==> src/rtl/irq_mailbox_regs.vh <==
// mailbox addresses, clear selectors, field positions and strobe length
// assumes inclusion by the mailbox design files only
`ifndef IRQ_MAILBOX_REGS_VH
`define IRQ_MAILBOX_REGS_VH

// ==========================================================================
// host side addresses
`define HOST_STATUS_ADDR 32'h0080_0000
`define HOST_CLEAR_ADDR 32'h0082_0000
`define HOST_DOORBELL_ADDR 32'h0082_0004
`define HOST_MAIL_READ_ADDR 32'h0082_0824
`define HOST_TO_DSP_ADDR 32'h0082_1048

// ==========================================================================
// fpga side addresses
`define FPGA_STATUS_ADDR 32'h0000_0000
`define FPGA_MAIL_ADDR 32'h0000_0824
`define FPGA_TO_HOST_ADDR 32'h0000_1048

// ==========================================================================
// dsp side addresses
`define DSP_STATUS_ADDR 32'ha000_0000
`define DSP_MAIL_ADDR 32'ha000_0824
`define DSP_TO_FPGA_ADDR 32'ha003_1048

// ==========================================================================
// clear selector data values
`define CLEAR_SEL_LOW 32'h0000_0824
`define CLEAR_SEL_HIGH 32'h0000_1048

// ==========================================================================
// field positions
`define CODE_LSB 2
`define CODE_MSB 15
`define CODE_HI_LSB 18
`define CODE_HI_MSB 31
`define FLAG_LOW_BIT 10
`define FLAG_HIGH_BIT 26
`define GRANT_BIT0 0
`define GRANT_BIT1 1
`define GRANT_BIT8 8

// ==========================================================================
// reset values and timing
`define CODE_RESET 14'h0000
`define STROBE_CYCLES 2'h3

`endif

==> src/rtl/irq_strobe_gen.v <==
// active-low interrupt strobe of fixed length, retriggerable
// assumes trigger is a one-cycle pulse on the same clock

`include "irq_mailbox_regs.vh"

module irq_strobe_gen (
  // clock and reset
  input wire i_ref_clk,
  input wire i_rst,
  // trigger and strobe
  input wire i_trigger,
  output wire o_strobe_n
);

  // ========================================================================
  // length counter
  reg [1:0] cnt_q;
  reg strobe_n_q;

  always @(posedge i_ref_clk or posedge i_rst) begin
    if (i_rst) begin
      cnt_q <= 2'h0;
      strobe_n_q <= 1'b1;
    end else begin
      if (i_trigger) begin
        cnt_q <= `STROBE_CYCLES;
      end else if (cnt_q != 2'h0) begin
        cnt_q <= cnt_q - 2'h1;
      end
      strobe_n_q <= ~(i_trigger | (cnt_q > 2'h1));
    end
  end

  assign o_strobe_n = strobe_n_q;

endmodule // irq_strobe_gen

==> src/rtl/irq_mailbox.v <==
// inter-master request mailbox: host, fpga and dsp access ports
// assumes all three access ports are synchronous to i_ref_clk

`include "irq_mailbox_regs.vh"

module irq_mailbox #(
  parameter ADDR_W = 32,
  parameter DATA_W = 32
) (
  // clock and reset
  input wire i_ref_clk,
  input wire i_rst,
  // host access port
  input wire i_host_sel,
  input wire i_host_wr,
  input wire [ADDR_W-1:0] i_host_addr,
  input wire [DATA_W-1:0] i_host_wdata,
  output wire [DATA_W-1:0] o_host_rdata,
  output wire o_host_rvalid,
  // fpga access port
  input wire i_fpga_sel,
  input wire i_fpga_wr,
  input wire [ADDR_W-1:0] i_fpga_addr,
  input wire [DATA_W-1:0] i_fpga_wdata,
  output wire [DATA_W-1:0] o_fpga_rdata,
  output wire o_fpga_rvalid,
  // dsp access port
  input wire i_dsp_sel,
  input wire i_dsp_wr,
  input wire [ADDR_W-1:0] i_dsp_addr,
  input wire [DATA_W-1:0] i_dsp_wdata,
  output wire [DATA_W-1:0] o_dsp_rdata,
  output wire o_dsp_rvalid,
  // bus grant acknowledges shown in host status (bits 0, 1, 8) and dsp status (bits 0, 1)
  input wire [2:0] i_bus_grant_ack,
  // interrupt lines
  output wire o_host_side_irq_to_fpga_n,
  output wire o_dsp_side_irq_to_fpga_n,
  output wire o_dsp_host_irq_input_n
);

  // ========================================================================
  // helpers
  // codes sit in bits 2-15 and 18-31 of a mail word
  function [DATA_W-1:0] place_codes;
    input [13:0] low_code;
    input [13:0] high_code;
    begin
      place_codes = {DATA_W{1'b0}};
      place_codes[`CODE_MSB:`CODE_LSB] = low_code;
      place_codes[`CODE_HI_MSB:`CODE_HI_LSB] = high_code;
    end
  endfunction

  // pending flags sit in bits 10 and 26 of a status word
  function [DATA_W-1:0] place_flags;
    input low_flag;
    input high_flag;
    begin
      place_flags = {DATA_W{1'b0}};
      place_flags[`FLAG_LOW_BIT] = low_flag;
      place_flags[`FLAG_HIGH_BIT] = high_flag;
    end
  endfunction

  // ========================================================================
  // write decode
  wire host_wr = i_host_sel & i_host_wr;
  wire fpga_wr = i_fpga_sel & i_fpga_wr;
  wire dsp_wr = i_dsp_sel & i_dsp_wr;
  wire host_rd = i_host_sel & ~i_host_wr;
  wire fpga_rd = i_fpga_sel & ~i_fpga_wr;
  wire dsp_rd = i_dsp_sel & ~i_dsp_wr;

  // posts, named source then target
  wire post_h2d = host_wr & (i_host_addr == `HOST_TO_DSP_ADDR);
  wire ring_h2f = host_wr & (i_host_addr == `HOST_DOORBELL_ADDR);
  wire post_f2d = fpga_wr & (i_fpga_addr == `FPGA_MAIL_ADDR);
  wire post_f2h = fpga_wr & (i_fpga_addr == `FPGA_TO_HOST_ADDR);
  wire post_d2h = dsp_wr & (i_dsp_addr == `DSP_MAIL_ADDR);
  wire post_d2f = dsp_wr & (i_dsp_addr == `DSP_TO_FPGA_ADDR);

  // clears act only on an exact selector value, other data is ignored
  wire host_clr = host_wr & (i_host_addr == `HOST_CLEAR_ADDR);
  wire fpga_clr = fpga_wr & (i_fpga_addr == `FPGA_STATUS_ADDR);
  wire dsp_clr = dsp_wr & (i_dsp_addr == `DSP_STATUS_ADDR);

  // host as target clears fpga or dsp mail
  wire clr_f2h = host_clr & (i_host_wdata == `CLEAR_SEL_LOW);
  wire clr_d2h = host_clr & (i_host_wdata == `CLEAR_SEL_HIGH);
  // fpga as target clears dsp mail, and the doorbell flag
  wire clr_d2f = fpga_clr & (i_fpga_wdata == `CLEAR_SEL_LOW);
  wire clr_h2f = fpga_clr & (i_fpga_wdata == `CLEAR_SEL_HIGH);
  // dsp as target clears host or fpga mail
  wire clr_h2d = dsp_clr & (i_dsp_wdata == `CLEAR_SEL_LOW);
  wire clr_f2d = dsp_clr & (i_dsp_wdata == `CLEAR_SEL_HIGH);

  // ========================================================================
  // mailbox storage, one code per pair except host-to-fpga
  // sources write these flops, targets read and clear the same ones
  reg [13:0] code_h2d_q;
  reg [13:0] code_f2d_q;
  reg [13:0] code_f2h_q;
  reg [13:0] code_d2h_q;
  reg [13:0] code_d2f_q;

  always @(posedge i_ref_clk or posedge i_rst) begin
    if (i_rst) begin
      code_h2d_q <= `CODE_RESET;
      code_f2d_q <= `CODE_RESET;
      code_f2h_q <= `CODE_RESET;
      code_d2h_q <= `CODE_RESET;
      code_d2f_q <= `CODE_RESET;
    end else begin
      // post beats a same-cycle clear; repeat post overwrites
      if (post_h2d) begin
        code_h2d_q <= i_host_wdata[`CODE_MSB:`CODE_LSB];
      end else if (clr_h2d) begin
        code_h2d_q <= `CODE_RESET;
      end
      if (post_f2d) begin
        code_f2d_q <= i_fpga_wdata[`CODE_MSB:`CODE_LSB];
      end else if (clr_f2d) begin
        code_f2d_q <= `CODE_RESET;
      end
      if (post_f2h) begin
        code_f2h_q <= i_fpga_wdata[`CODE_MSB:`CODE_LSB];
      end else if (clr_f2h) begin
        code_f2h_q <= `CODE_RESET;
      end
      if (post_d2h) begin
        code_d2h_q <= i_dsp_wdata[`CODE_MSB:`CODE_LSB];
      end else if (clr_d2h) begin
        code_d2h_q <= `CODE_RESET;
      end
      if (post_d2f) begin
        code_d2f_q <= i_dsp_wdata[`CODE_MSB:`CODE_LSB];
      end else if (clr_d2f) begin
        code_d2f_q <= `CODE_RESET;
      end
    end
  end

  // ========================================================================
  // pending flags, set wins over clear
  // doorbell flag has no code behind it; the fpga keeps that itself
  reg flag_h2f_q;
  reg flag_h2d_q;
  reg flag_f2d_q;
  reg flag_f2h_q;
  reg flag_d2h_q;
  reg flag_d2f_q;

  always @(posedge i_ref_clk or posedge i_rst) begin
    if (i_rst) begin
      flag_h2f_q <= 1'b0;
      flag_h2d_q <= 1'b0;
      flag_f2d_q <= 1'b0;
      flag_f2h_q <= 1'b0;
      flag_d2h_q <= 1'b0;
      flag_d2f_q <= 1'b0;
    end else begin
      flag_h2f_q <= ring_h2f | (flag_h2f_q & ~clr_h2f);
      flag_h2d_q <= post_h2d | (flag_h2d_q & ~clr_h2d);
      flag_f2d_q <= post_f2d | (flag_f2d_q & ~clr_f2d);
      flag_f2h_q <= post_f2h | (flag_f2h_q & ~clr_f2h);
      flag_d2h_q <= post_d2h | (flag_d2h_q & ~clr_d2h);
      flag_d2f_q <= post_d2f | (flag_d2f_q & ~clr_d2f);
    end
  end

  // ========================================================================
  // read views
  // status shows a master's outgoing flags, mail word its incoming codes
  reg [DATA_W-1:0] host_rdata_d;
  reg [DATA_W-1:0] fpga_rdata_d;
  reg [DATA_W-1:0] dsp_rdata_d;

  always @* begin
    host_rdata_d = {DATA_W{1'b0}};
    if (i_host_addr == `HOST_STATUS_ADDR) begin
      host_rdata_d = place_flags(flag_h2f_q, flag_h2d_q);
      host_rdata_d[`GRANT_BIT0] = i_bus_grant_ack[0];
      host_rdata_d[`GRANT_BIT1] = i_bus_grant_ack[1];
      host_rdata_d[`GRANT_BIT8] = i_bus_grant_ack[2];
    end else if (i_host_addr == `HOST_MAIL_READ_ADDR) begin
      host_rdata_d = place_codes(code_f2h_q, code_d2h_q);
    end
  end

  always @* begin
    fpga_rdata_d = {DATA_W{1'b0}};
    if (i_fpga_addr == `FPGA_STATUS_ADDR) begin
      fpga_rdata_d = place_flags(flag_f2d_q, flag_f2h_q);
    end else if (i_fpga_addr == `FPGA_MAIL_ADDR) begin
      fpga_rdata_d = place_codes(code_d2f_q, 14'h0000);
    end
  end

  always @* begin
    dsp_rdata_d = {DATA_W{1'b0}};
    if (i_dsp_addr == `DSP_STATUS_ADDR) begin
      dsp_rdata_d = place_flags(flag_d2h_q, flag_d2f_q);
      dsp_rdata_d[`GRANT_BIT0] = i_bus_grant_ack[0];
      dsp_rdata_d[`GRANT_BIT1] = i_bus_grant_ack[1];
    end else if (i_dsp_addr == `DSP_MAIL_ADDR) begin
      dsp_rdata_d = place_codes(code_h2d_q, code_f2d_q);
    end
  end

  // ========================================================================
  // registered read answers, held until the next read
  // any read is answered, an unmapped one with zero
  reg [DATA_W-1:0] host_rdata_q;
  reg [DATA_W-1:0] fpga_rdata_q;
  reg [DATA_W-1:0] dsp_rdata_q;
  reg host_rvalid_q;
  reg fpga_rvalid_q;
  reg dsp_rvalid_q;

  always @(posedge i_ref_clk or posedge i_rst) begin
    if (i_rst) begin
      host_rdata_q <= {DATA_W{1'b0}};
      fpga_rdata_q <= {DATA_W{1'b0}};
      dsp_rdata_q <= {DATA_W{1'b0}};
      host_rvalid_q <= 1'b0;
      fpga_rvalid_q <= 1'b0;
      dsp_rvalid_q <= 1'b0;
    end else begin
      host_rvalid_q <= host_rd;
      fpga_rvalid_q <= fpga_rd;
      dsp_rvalid_q <= dsp_rd;
      // reading leaves storage untouched
      if (host_rd) begin
        host_rdata_q <= host_rdata_d;
      end
      if (fpga_rd) begin
        fpga_rdata_q <= fpga_rdata_d;
      end
      if (dsp_rd) begin
        dsp_rdata_q <= dsp_rdata_d;
      end
    end
  end

  assign o_host_rdata = host_rdata_q;
  assign o_fpga_rdata = fpga_rdata_q;
  assign o_dsp_rdata = dsp_rdata_q;
  assign o_host_rvalid = host_rvalid_q;
  assign o_fpga_rvalid = fpga_rvalid_q;
  assign o_dsp_rvalid = dsp_rvalid_q;

  // ========================================================================
  // interrupt strobes; none toward the host
  // fpga-to-dsp interrupt lines are the fpga's own job, none here
  // a post during a running strobe restarts it, giving one leading edge
  irq_strobe_gen u_host_side_strobe (
    .i_ref_clk(i_ref_clk),
    .i_rst(i_rst),
    .i_trigger(ring_h2f),
    .o_strobe_n(o_host_side_irq_to_fpga_n)
  );

  irq_strobe_gen u_dsp_side_strobe (
    .i_ref_clk(i_ref_clk),
    .i_rst(i_rst),
    .i_trigger(post_d2f),
    .o_strobe_n(o_dsp_side_irq_to_fpga_n)
  );

  irq_strobe_gen u_dsp_host_strobe (
    .i_ref_clk(i_ref_clk),
    .i_rst(i_rst),
    .i_trigger(post_h2d),
    .o_strobe_n(o_dsp_host_irq_input_n)
  );

endmodule // irq_mailbox

==> config.mk <==
export PLATFORM = sky130hd
export DESIGN_NAME = irq_mailbox
export DESIGN_NICKNAME = d
export VERILOG_FILES = /design/src/rtl/irq_strobe_gen.v /design/src/rtl/irq_mailbox.v
export VERILOG_INCLUDE_DIRS = /design/src /design/src/rtl
export SDC_FILE = /design/constraint.sdc
export NUM_CORES = 1
export LEC_CHECK = 0
export ABC_CLOCK_PERIOD_IN_PS = 14280
export BUFFER_PORTS_ARGS = -buffer_cell sky130_fd_sc_hd__buf_4
export CAP_MARGIN = 20
export CORE_AREA = 2 2 141 108
export DETAILED_ROUTE_END_ITERATION = 10
export DIE_AREA = 0 0 143 110
export GPL_ROUTABILITY_DRIVEN = 0
export GPL_TIMING_DRIVEN = 0
export PLACE_DENSITY = 0.85
export SYNTH_ARGS = -nofsm -noshare
export SYNTH_HDL_FRONTEND = slang
export SYNTH_SLANG_ARGS = --single-unit
==> constraint.sdc <==
create_clock -name i_ref_clk -period 14.28 [get_ports i_ref_clk]
set_input_delay 2.856 -clock i_ref_clk [delete_from_list [all_inputs] [get_ports i_ref_clk]]
set_output_delay 2.856 -clock i_ref_clk [all_outputs]
set_load 0.02 [all_outputs]
Yosys cells after proc, flatten, opt, wreduce, memory -nomap -nowiden
Cells that the tools add are included.
{"block": "totals", "reg_bits": 184, "inputBits": 203, "out_inout_bits": 102, "elab_cells": 127}
{"block": "classes", "add_sub_neg": 3, "magnitude_cmp": 3, "eq_ne": 16, "muxes": 22, "bitwise": 48, "reduce_logical": 12}
{"cell": "$eq A32 B24 Y1 const B", "n": 5}
{"cell": "$mux W14", "n": 10}
{"cell": "$eq A32 B12 Y1 const B", "n": 4}
{"cell": "$eq A32 B13 Y1 const B", "n": 4}
{"cell": "$mux W32", "n": 4}
{"cell": "$eq A32 B32 Y1 const B", "n": 3}
{"cell": "$logic_not A32 Y1", "n": 1}
{"cell": "$and A1 B1 Y1", "n": 27}
{"cell": "$mux W27", "n": 1}
{"cell": "$reduce_bool A2 Y1", "n": 11}
{"cell": "$mux W16", "n": 1}
{"cell": "$mux W2", "n": 6}
{"cell": "$not A1 Y1", "n": 12}
{"cell": "$or A1 B1 Y1", "n": 9}
{"cell": "$gt A2 B1 Y1 const B", "n": 3}
{"cell": "$sub A2 B1 Y2 const B", "n": 3}

Logic depth before layout (Yosys ltp)
Gate-level depths: netlist of run 1.
{"block": "depth", "word_depth": 6, "ltp_mapped": 7, "ltp_nobuf": 6}

Cells and area by module
Synthesis of run 1 repeated with hierarchy kept, for this count alone.
{"block": "unflattened", "cells_unflattened": 659, "area_unflattened_um2": 7145.6}
{"module": "irq_mailbox", "n_inst": 1, "cells_each": 614, "area_per_inst_um2": 6676.4, "seq_area_each_um2": 3853.7}
{"module": "irq_strobe_gen", "n_inst": 3, "cells_each": 15, "area_per_inst_um2": 156.4, "seq_area_each_um2": 76.3}

Worst setup path before layout of run 1
No wires, ideal clock.
{"block": "synth_timing", "kind": "input-to-reg", "from": "input port i_host_addr[1]", "to": "register code_d2h_q[0]", "setup_ns": 0.125, "arrival_time_ns": 4.584, "t_required_ns": 14.155, "slack_ns": 9.571, "path_stages": 7, "n_path_buf": 2, "path_cell_list": "nor4_4 > nand2_2 > or4_4 > buf_6 > buf_8 > o31a_1 > mux2_4"}
{"block": "synth_between", "elab_chain_len": 4}
{"element": "from (decl)", "line": "irq_mailbox.v:16", "text": "input wire [ADDR_W-1:0] i_host_addr,"}
{"element": "$eq A32 B24 Y1 (no source line)"}
{"element": "$and A1 B1 Y1", "line": "irq_mailbox.v:84", "text": "wire host_clr = host_wr & (i_host_addr == `HOST_CLEAR_ADDR);"}
{"element": "$and A1 B1 Y1", "line": "irq_mailbox.v:90", "text": "wire clr_d2h = host_clr & (i_host_wdata == `CLEAR_SEL_HIGH);"}
{"element": "$reduce_bool A2 Y1 (no source line)"}
{"element": "to (signal assigned)", "line": "irq_mailbox.v:112", "text": "code_d2h_q <= `CODE_RESET;"}
{"element": "to (signal assigned)", "line": "irq_mailbox.v:132", "text": "code_d2h_q <= i_dsp_wdata[`CODE_MSB:`CODE_LSB];"}
{"element": "to (signal assigned)", "line": "irq_mailbox.v:134", "text": "code_d2h_q <= `CODE_RESET;"}
{"element": "to (decl)", "line": "irq_mailbox.v:104", "text": "reg [13:0] code_d2h_q;"}
No other way between the ends.
A chain may end at the register's enable or synchronous reset.

Final worst setup path of run 1
{"block": "layout_timing", "from": "input port i_dsp_addr[21]", "to": "register code_f2d_q[2]"}
{"block": "layout_between", "elab_chain_len": 4}
{"element": "from (decl)", "line": "irq_mailbox.v:30", "text": "input wire [ADDR_W-1:0] i_dsp_addr,"}
{"element": "$eq A32 B32 Y1 (no source line)"}
{"element": "$and A1 B1 Y1", "line": "irq_mailbox.v:86", "text": "wire dsp_clr = dsp_wr & (i_dsp_addr == `DSP_STATUS_ADDR);"}
{"element": "$and A1 B1 Y1", "line": "irq_mailbox.v:96", "text": "wire clr_f2d = dsp_clr & (i_dsp_wdata == `CLEAR_SEL_HIGH);"}
{"element": "$reduce_bool A2 Y1 (no source line)"}
{"element": "to (signal assigned)", "line": "irq_mailbox.v:110", "text": "code_f2d_q <= `CODE_RESET;"}
{"element": "to (signal assigned)", "line": "irq_mailbox.v:122", "text": "code_f2d_q <= i_fpga_wdata[`CODE_MSB:`CODE_LSB];"}
{"element": "to (signal assigned)", "line": "irq_mailbox.v:124", "text": "code_f2d_q <= `CODE_RESET;"}
{"element": "to (decl)", "line": "irq_mailbox.v:102", "text": "reg [13:0] code_f2d_q;"}
No other way between the ends.

==> results_dict.tcl, run 1 <==
set metrics [dict create \
    status "finished clean" \
    core_area_um2 14300 \
    max_cap_violations 0 \
    die_width_um 143 \
    worst_slew_pin_slew_ns 1.08 \
    clockBufferDepth 2 \
    synthAdderAreaFrac_pct 1.02 \
    vias 6541 \
    ys_top_cells_by_area "dfrtp_1 (55%), a22o_1 (12%), nor4_1 (2.7%), nand2_1 (2.5%), buf_4 (2.1%)" \
    io_buffers 283 \
    powerDensity_nw_per_um2 98.4 \
    place_inst 1134 \
    fin_cells 1168 \
    worst_ep_arrival_time_ns 5.29 \
    drv_slew 0 \
    dieHeight_um 110 \
    synth.largest_area_cell "dfrtp_1" \
    htree_levels 4 \
    die-area_um2 15700 \
    path_clk_slew_ns 0.06 \
    yosys.cell_types.count 53 \
    cts_buffers 17 \
    grt_max_degree 103 \
    routed_via_density 5.60 \
    hold_viol 0 \
    area_delta_synth_final_pct 42.5 \
    avgSynthCellArea_um2 11.6 \
    finalSetupViolCount 0 \
    critPathLaunchType "primary input" \
    ys.flop_type "dfrtp_1" \
    yosysTopAreaCellShare_pct 54.6 \
    grt_pass1_vias 6385 \
    synth_area_um2 7330 \
    period_minus_slack_ns 4.99 \
    holdBufCountCts 0 \
    fmax_mhz 200 \
    yosys_warnings 0 \
    synth_top_family_by_area "compound AO/OA/AOI/OAI gates" \
    drt_iter0_markers 464 \
    muxShareOfSynthArea_pct 2.90 \
    synth_compound_gate_area_share_pct 19.2 \
    grt_pass1_wl_um 33400 \
    antenna_found_initial 0 \
    layout_worst_path_cycle_share_pct 34.9 \
    drcViolationCount 0 \
    postRouteAntennaNets 0 \
    synth-seq-cells 163 \
    crit_type "primary input to flop" \
    slew_headroom_pct 27.2 \
    required_ns 14.58 \
    post_synth_inst_count 630 \
    boundaryPins 305 \
    grt_overflow 0 \
    ys_seq_area_share_pct 55.7 \
    vdd_drop_max_mv 0.0964 \
    p_leak_nw 5.34 \
    whs_path_depth 1 \
    yosys.area_share.simple_pct 15.2 \
    synthArstFlopShare_pct 100 \
    clk_latency_ns 0.41 \
    clock_skew_ns 0.00506 \
    cp_max_fo 10 \
    dp_hpwl_um 16700 \
    cts_resized 0 \
    critPathCaptureType "flop" \
    dr.pass1.iters 5 \
    start_util_pct 51.2 \
    drive_above_1_share_pct 39.6 \
    cts_setup_buffers 0 \
    setup_tns_ns 0 \
    ff2ff_path_depth 4 \
    diodes 0 \
    synth-edff-count 0 \
    clockRootBuffer "clkbuf_16" \
    synthXorXnorAreaFrac_pct 0.358 \
    rsz0062_at_grt "false" \
    final_nets 1164 \
    cts_tree "yes" \
    routedWlPerCell_um 18.8 \
    clock_sinks 163 \
    routed_wl_um 21900 \
    min_path_type "flop to flop" \
    rows 38 \
    grt.total_usage_pct 27.9 \
]
placed cells by master (no fill, tap or decap), types with 3 or more instances in the layout:
cell	n
ha_1	6
nand2b_1	4
bufinv_16	3
nor3b_1	3
buf_2	6
mux2_4	9
nand3_1	12
a22o_1	99
nor4_2	4
nor4_1	32
dfrtp_1	160
or4_1	3
nor3_1	14
nand2_1	48
nor2b_1	16
a21o_1	20
nor2_1	9
dfstp_2	3
and3_1	6
nand4_1	12
o31a_1	9
inv_6	7
clkbuf_16	17
mux2_2	6
clkbuf_1	28
nor4bb_1	5
xor2_1	3
o31a_2	5
and4_1	3
o21ai_1	3
a211oi_1	14
buf_4	305
o21ai_0	14
conb_1	21
inv_1	25
cell type report:
class                   instances  area (µm²)
clock inverters                14         193
clock buffers                  18         429
well taps                     200         250
multi-input cells             406        2920
plain buffers                  55         310
repair buffers                286        2160
inverters                      26         105
fillers                      1025        3860
flip-flops and latches        163        4080
cells in the mapped netlist (all sizes together), types with 9 or more instances:
| cell | count |
|---|---|
| dfrtp | 160 |
| a22o | 99 |
| nand2 | 49 |
| nor4 | 38 |
| buf | 28 |
| clkbuf | 27 |
| inv | 26 |
| a21o | 20 |
| o21ai | 17 |
| nor2b | 16 |
| mux2 | 15 |
| a211oi | 14 |
| nand3 | 14 |
| nor3 | 14 |
| o31a | 14 |
| nand4 | 12 |
| nor2 | 9 |
state kept, by name, indices dropped and copies added, names as in the netlist, 2 cells and up:
register / flops
o_host_rdata: 30
code_f2h_q: 14
o_dsp_rdata: 30
code_d2f_q: 14
u_host_side_strobe.cnt_q: 2
code_f2d_q: 14
o_fpga_rdata: 15
u_dsp_side_strobe.cnt_q: 2
u_dsp_host_strobe.cnt_q: 2
code_h2d_q: 14
code_d2h_q: 14
per-stage QoR:
stage	total power [mW]	hold WS (ns)	instance area [µm²]	util (%)	setup slack, ns
CTS	1.03	0.440	10400	72.9	9.31
floorplan	0.497	0.385	7410	-	7.02
finish	1.03	0.434	10500	73.0	9.29
global placement	0.553	0.395	9780	68.4	5.35
global route	1.06	0.476	10500	73.0	9.17
detailed placement	0.555	0.395	9820	68.6	8.91
per-layer routing:
layer	GRT usage, %	wire length (µm)	vias to the layer above
li1	-	-	2984
met1	37.6	9310	3213
met2	45.9	10500	320
met3	6.95	1860	24
met4	6.86	254	0
met5	0	0	-
logic make-up after synthesis:
logic type,after synthesis
other cells,1
fa+ha+maj,6
buf+inv,81
compound gates,174
flops,163
simple gates,186
xor+xnor,3
mux,16
power breakdown:
group / internal, mW / total [mW] / switching, mW
Clock: 0.282 / 0.482 / 0.199
Combinational: 0.0449 / 0.0847 / 0.0398
Sequential: 0.462 / 0.462 / 0.0000992
Total: 0.789 / 1.03 / 0.239
worst max-delay path: stages:
cell,delay [ns]
buf_4,0.11
nor4b_1,0.42
nand4_1,0.19
nor4_1,0.66
nand4_1,0.42
clkbuf_1,0.35
a22o_1,0.27
path summary, 6_finish.rpt:
path	end	from	slack, ns
max reg2reg	u_dsp_host_strobe.cnt_q[1]	u_dsp_host_strobe.cnt_q[0]	13.06
max in group asynchronous	u_dsp_side_strobe.o_strobe_n	i_rst	10.99
max	code_f2d_q[2]	i_dsp_addr[21]	9.29
min in group asynchronous	o_dsp_rdata[4]	i_rst	2.45
min	u_dsp_host_strobe.o_strobe_n	u_dsp_host_strobe.cnt_q[1]	0.43
min reg2reg	u_dsp_host_strobe.o_strobe_n	u_dsp_host_strobe.cnt_q[1]	0.43
No activity file was read; power rests on OpenSTA's default activity.
==> run 2: changes to the inputs <==
Settings changed: ABC_CLOCK_PERIOD_IN_PS 14280 to 4850, CORE_AREA 2 2 141 108 to 2 2 146 113, DIE_AREA 0 0 143 110 to 0 0 148 115, PLACE_DENSITY 0.85 to 0.79.
Clock period 14.28 ns to 4.85 ns, I/O delays scaled along.
==> run 2 against run 1 <==
  * Final cell count increased by 1.2%
  * Total power increased to 2.8 times the previous value
  * Setup slack got worse by 7.7 ns
  * Sequential share of layout area decreased by 0.052 points
  * Critical endpoint is now code_d2h_q[7]
  * Largest power group is now sequential cells
==> results_dict.tcl, run 2 (synthesis results as in run 1) <==
set metrics [dict create \
    grt_pass1_wl_um 34000 \
    place_inst 1148 \
    drt_iter0_markers 362 \
    grt.total_usage_pct 26.1 \
    layout_commonest_cell "buf_4" \
    dp_hpwl_um 17100 \
    critPathLaunchType "primary input" \
    whs_path_depth 1 \
    period_minus_slack_ns 3.26 \
    clk_latency_ns 0.42 \
    worst_slew_pin_slew_ns 0.986 \
    worst_ep_arrival_time_ns 3.56 \
    vias 6345 \
    timing.rr.end "u_dsp_host_strobe.cnt_q[1]" \
    diodes 0 \
    fmax_mhz 306 \
    critPathCaptureType "flop" \
    rsz0062_at_grt "false" \
    fin_cells 1182 \
    holdPathEnd "u_dsp_host_strobe.o_strobe_n" \
    crit_type "primary input to flop" \
    clockBufferDepth 2 \
    r2r_start "u_dsp_host_strobe.cnt_q[0]" \
    drcViolationCount 0 \
    max_stage_delay_ns 0.73 \
    drive_above_1_share_pct 39.8 \
    die_width_um 148 \
    holdBufCountCts 0 \
    postRouteAntennaNets 0 \
    path_clk_slew_ns 0.07 \
    powerDensity_nw_per_um2 277 \
    hold_ws_ns 0.412 \
    min_path_type "flop to flop" \
    critPathBufInv 2 \
    grt_overflow 0 \
    start_util_pct 47.0 \
    io_buffers 283 \
    critPathSlowestCell "nor3_1" \
    min_from "u_dsp_host_strobe.cnt_q[1]" \
    finalSetupViolCount 0 \
    cts_tree "yes" \
    core_area_um2 15600 \
    clock_skew_ns 0.0108 \
    setup_tns_ns 0 \
    grt_pass1_vias 6372 \
    p_leak_nw 5.33 \
    final_nets 1168 \
    rows 40 \
    dieHeight_um 115 \
    total_power_mw 2.90 \
    cp_max_fo 10 \
    status "finished clean" \
    die-area_um2 17000 \
    routed_via_density 5.37 \
    rrSetupSlack_ns 3.66 \
    slew_headroom_pct 33.7 \
    cts_buffers 17 \
    crit_chain "buf_4 > nor4_1 > nand3_1 > nor3_1 > nand4_1 > buf_2 > mux2_4" \
    required_ns 5.15 \
    boundaryPins 305 \
    fin_util_pct 67.0 \
    routedWlPerCell_um 18.6 \
    vdd_drop_max_mv 0.243 \
    max_cap_violations 0 \
    htree_levels 4 \
    area_delta_synth_final_pct 42.7 \
    routed_wl_um 22000 \
    clockRootBuffer "clkbuf_16" \
    clock_sinks 163 \
    grt_max_degree 42 \
    cts_setup_buffers 0 \
    dr.pass1.iters 4 \
    worstSetupPathDepth 7 \
    antenna_found_initial 0 \
    layout_common_cells "buf_4 (305), dfrtp_1 (160), a22o_1 (99), nand2_1 (48), nor4_1 (32)" \
    hold_viol 0 \
    layout_worst_path_cycle_share_pct 67.3 \
    ff2ff_path_depth 4 \
    cts_resized 0 \
    critPathTopFamily "simple AND/OR/NAND/NOR gates" \
    drv_slew 0 \
]
## run 2: through the flow
| stage | cell area, µm² | setup WS [ns] |
|---|---|---|
| finish | 10500 | 1.59 |
| global placement | 9800 | 0.854 |
| detailed placement | 9880 | 1.26 |
| global route | 10500 | 1.48 |
| floorplan | 7410 | 1.81 |
| CTS | 10500 | 1.70 |
## run 2: worst max-delay path by stage
stage	start	to	slack [ns]
after detailed placement	i_dsp_addr[9]	code_d2h_q[8]	1.26
after global placement	i_rst	o_host_rdata[6]	0.85
final	i_dsp_addr[9]	code_d2h_q[7]	1.59
after global routing	i_dsp_addr[9]	code_d2h_q[7]	1.48
after floorplan	i_rst	code_d2f_q[0]	1.81
after CTS	i_dsp_addr[9]	code_d2h_q[8]	1.70
## run 2: per-layer routing
metal	track usage (%)	part of all wire (%)	up-vias
met1	36.0	44	3110
met4	4.89	0.75	0
li1	-	-	2990
met5	0	0	-
met2	43.4	49	229
met3	5.67	6.4	16
## run 2: report_power, final
group	total (mW)	internal (mW)	leakage [nW]	switching, mW
combinational	0.254	0.136	2.87	0.118
sequential	1.36	1.36	2.19	0.000354
clock	1.28	0.681	0.265	0.602
total	2.90	2.18	5.33	0.720
## run 2: layout make-up
| class | count | area [µm²] |
|---|---|---|
| timing repair buffer | 290 | 2220 |
| clock inverter | 14 | 140 |
| tap | 210 | 263 |
| buffer | 55 | 310 |
| fill | 1212 | 5150 |
| multi-input combinational | 406 | 2920 |
| clock buffer | 18 | 429 |
| inverter | 26 | 101 |
| sequential | 163 | 4080 |
## run 2: worst reg2reg max path, cell delays in order (launching register included)
cell	delay, ns
dfrtp_1	0.40
inv_1	0.06
ha_1	0.23
mux2i_1	0.13
or2_2	0.27
==> run 3: changes to the inputs <==
Settings changed: ABC_AREA set to 1, ABC_CLOCK_PERIOD_IN_PS 4850 to 3000, CORE_AREA 2 2 146 113 to 2 2 161 123, DIE_AREA 0 0 148 115 to 0 0 163 125, PLACE_DENSITY 0.79 to 0.76.
Clock period 4.85 ns to 3 ns, I/O delays scaled along.
==> run 3 against run 2 <==
  * Count of clock-buffer cells in the layout fell by 1
  * Highest routed layer unchanged
  * Setup slack got worse by 0.42 ns
  * Clock skew fell by 0.0045 ns
  * Sequential power rose by 62%
==> results_dict.tcl, run 3 <==
set metrics [dict create \
    io_buffers 283 \
    finalSetupViolCount 0 \
    critPathCaptureType "flop" \
    cts_resized 0 \
    r2r_start "u_host_side_strobe.cnt_q[0]" \
    fmax_mhz 545 \
    cp_max_fo 10 \
    yosysTopAreaCellShare_pct 48.1 \
    area_delta_synth_final_pct 39.0 \
    drt_iter0_markers 561 \
    ys.flop_type "dfrtp_1" \
    max_stage_delay_ns 0.28 \
    seqPwrFrac_pct 43.4 \
    layout_worst_path_cycle_share_pct 61.2 \
    slew_headroom_pct 61.4 \
    synth.largest_area_cell "dfrtp_1" \
    synth_area_um2 8330 \
    hold_ws_ns 0.209 \
    power.internal_mw 3.86 \
    fin_cells 1651 \
    antenna_found_initial 0 \
    routedWlPerCell_um 15.0 \
    clk_latency_ns 0.43 \
    nFillCells 1681 \
    clock_sinks 163 \
    critPathLaunchType "primary input" \
    start_util_pct 43.8 \
    clockBufferDepth 2 \
    postRouteAntennaNets 0 \
    crit_chain "buf_4 > nor2_2 > nand2_1 > nor2_1 > nand3_1 > nor2_1 > nand2_1 > buf_2 > nand3_1 > nand2_1" \
    p_clk_share_pct 47.2 \
    synthArstFlopShare_pct 100 \
    routed_wl_um 24800 \
    die_width_um 163 \
    synth-seq-cells 163 \
    layout_commonest_cell "nand2_1" \
    die-area_um2 20400 \
    dieHeight_um 125 \
    crit_top_cell "nand2_1" \
    worst_ep_arrival_time_ns 2.15 \
    routed_via_density 4.96 \
    ys_top_cells_by_count "nand2_1 (366), dfrtp_1 (160), nor2_1 (159)" \
    holdBufCountCts 0 \
    avgSynthCellArea_um2 7.86 \
    crit_type "primary input to flop" \
    min_path_type "primary input to asynchronous set/reset pin" \
    switchingPower_mw 1.21 \
    path_clk_slew_ns 0.07 \
    max_cap_violations 0 \
    core_area_um2 19000 \
    post_synth_inst_count 1059 \
    grt_max_degree 41 \
    hold_viol 0 \
    required_ns 3.32 \
    grt.total_usage_pct 24.9 \
    setup_tns_ns 0 \
    cts_buffers 17 \
    layout_common_cells "nand2_1 (366), buf_4 (308), dfrtp_1 (160), nor2_1 (159), nand3_1 (113)" \
    synth_most_common_cell "nand2_1" \
    dr.pass1.iters 5 \
    clockRootBuffer "clkbuf_16" \
    clock_skew_ns 0.00629 \
    yosys.cell_types.count 34 \
    status "finished clean" \
    p_comb_share_pct 9.4 \
    grt_pass1_vias 7898 \
    rsz0062_at_grt "false" \
    drcViolationCount 0 \
    vias 8187 \
    cts_setup_buffers 0 \
    boundaryPins 305 \
    drv_slew 0 \
    timing.rr.end "u_host_side_strobe.cnt_q[1]" \
    rows 44 \
    rrSetupSlack_ns 1.94 \
    ff2ff_path_depth 5 \
    diodes 0 \
    period_minus_slack_ns 1.84 \
    powerDensity_nw_per_um2 438 \
    ys_seq_area_share_pct 49.0 \
    vdd_drop_max_mv 0.370 \
    grt_overflow 0 \
    worst_slew_pin_slew_ns 0.577 \
    yosys_warnings 0 \
    synth-edff-count 0 \
    p_leak_nw 6.15 \
    final_nets 1594 \
    swShare_pct 23.9 \
    drive_above_1_share_pct 30.2 \
    place_inst 1619 \
    htree_levels 4 \
    cts_tree "yes" \
    grt_pass1_wl_um 39800 \
    ys_top_cells_by_area "dfrtp_1 (48%), nand2_1 (16%), nor2_1 (7.2%), nand3_1 (6.8%), nand3_2 (3.4%)" \
    dp_hpwl_um 19700 \
    critPathSlowestCell "buf_2" \
]
-- run 3: cell types whose count changed in the layout (fill, tap and decap cells not counted), moves of 14 or more --
cell	previous run	this run
inv_1	25	47
a22o_1	99	0
nor4_1	32	0
nand2_1	48	366
o21ai_0	14	37
a21o_1	20	0
nand3_1	12	113
nand3_2	2	28
nor2b_1	16	0
nor2_1	9	159
a211oi_1	14	0
-- run 3: worst max-delay path by stage --
| stage | from | endpoint | slack (ns) |
|---|---|---|---|
| 6_report | i_host_addr[15] | code_f2h_q[5] | 1.16 |
| 5_1_grt | i_host_addr[15] | code_f2h_q[7] | 1.04 |
| 4_1_cts | i_host_addr[15] | code_f2h_q[8] | 1.17 |
| 3_5_place_dp | i_host_addr[15] | code_f2h_q[0] | 0.74 |
| 3_3_place_gp | i_rst | o_dsp_rdata[4] | -0.67 |
| 2_1_floorplan | i_rst | code_d2f_q[0] | 0.33 |
-- run 3: logic make-up (layout without fill, tap and decap cells) --
family          Yosys count  count (layout)  share of synthesized area (%)
simple gates            727             727                           40.0
flops                   163             163                           49.0
buf+inv                 114             433                           6.90
compound gates           46              46                           2.88
fa+ha+maj                 6               6                          0.901
xor+xnor                  2               2                          0.210
other cells               1              21                         0.0450
-- run 3: layout make-up --
class,instances,area (µm²),share of cell area (%)
tap,253,317,2.73
clock buffer,17,425,3.67
buffer,58,363,3.13
clock inverter,15,223,1.92
timing repair buffer,287,2200,19.0
sequential,163,4080,35.3
inverter,56,215,1.86
multi-input combinational,802,3750,32.4
-- run 3: power by group through the flow --
stage | clock network [mW] | logic, mW | registers, mW
finish | 2.39 | 0.477 | 2.20
detailed placement | 0 | 0.477 | 2.24
global placement | 0 | 0.457 | 2.24
global route | 2.53 | 0.523 | 2.20
CTS | 2.42 | 0.478 | 2.20
floorplan | 0 | 0.177 | 2.24
-- run 3: layer usage --
metal	vias up	GRT usage, %	part of all wire [%]
li1	4003	-	-
met1	3832	34.8	45
met2	325	39.7	47
met3	27	5.01	6.8
met4	0	6.77	1.5
met5	-	0	0
-- run 3: metrics by stage --
stage | instance area, µm² | total power, mW | util [%] | worst slack [ns]
after floorplan | 8410 | 2.42 | - | 0.332
after global placement | 10800 | 2.70 | 57.1 | -0.667
after global routing | 11600 | 5.26 | 60.9 | 1.04
after detailed placement | 10900 | 2.72 | 57.5 | 0.742
after CTS | 11600 | 5.10 | 60.9 | 1.17
final | 11600 | 5.07 | 60.9 | 1.16
-- run 3: critical path: cells and delay by family --
kind          cells  cell delay (ns)
buf+inv           2             0.40
simple gates      8             1.13
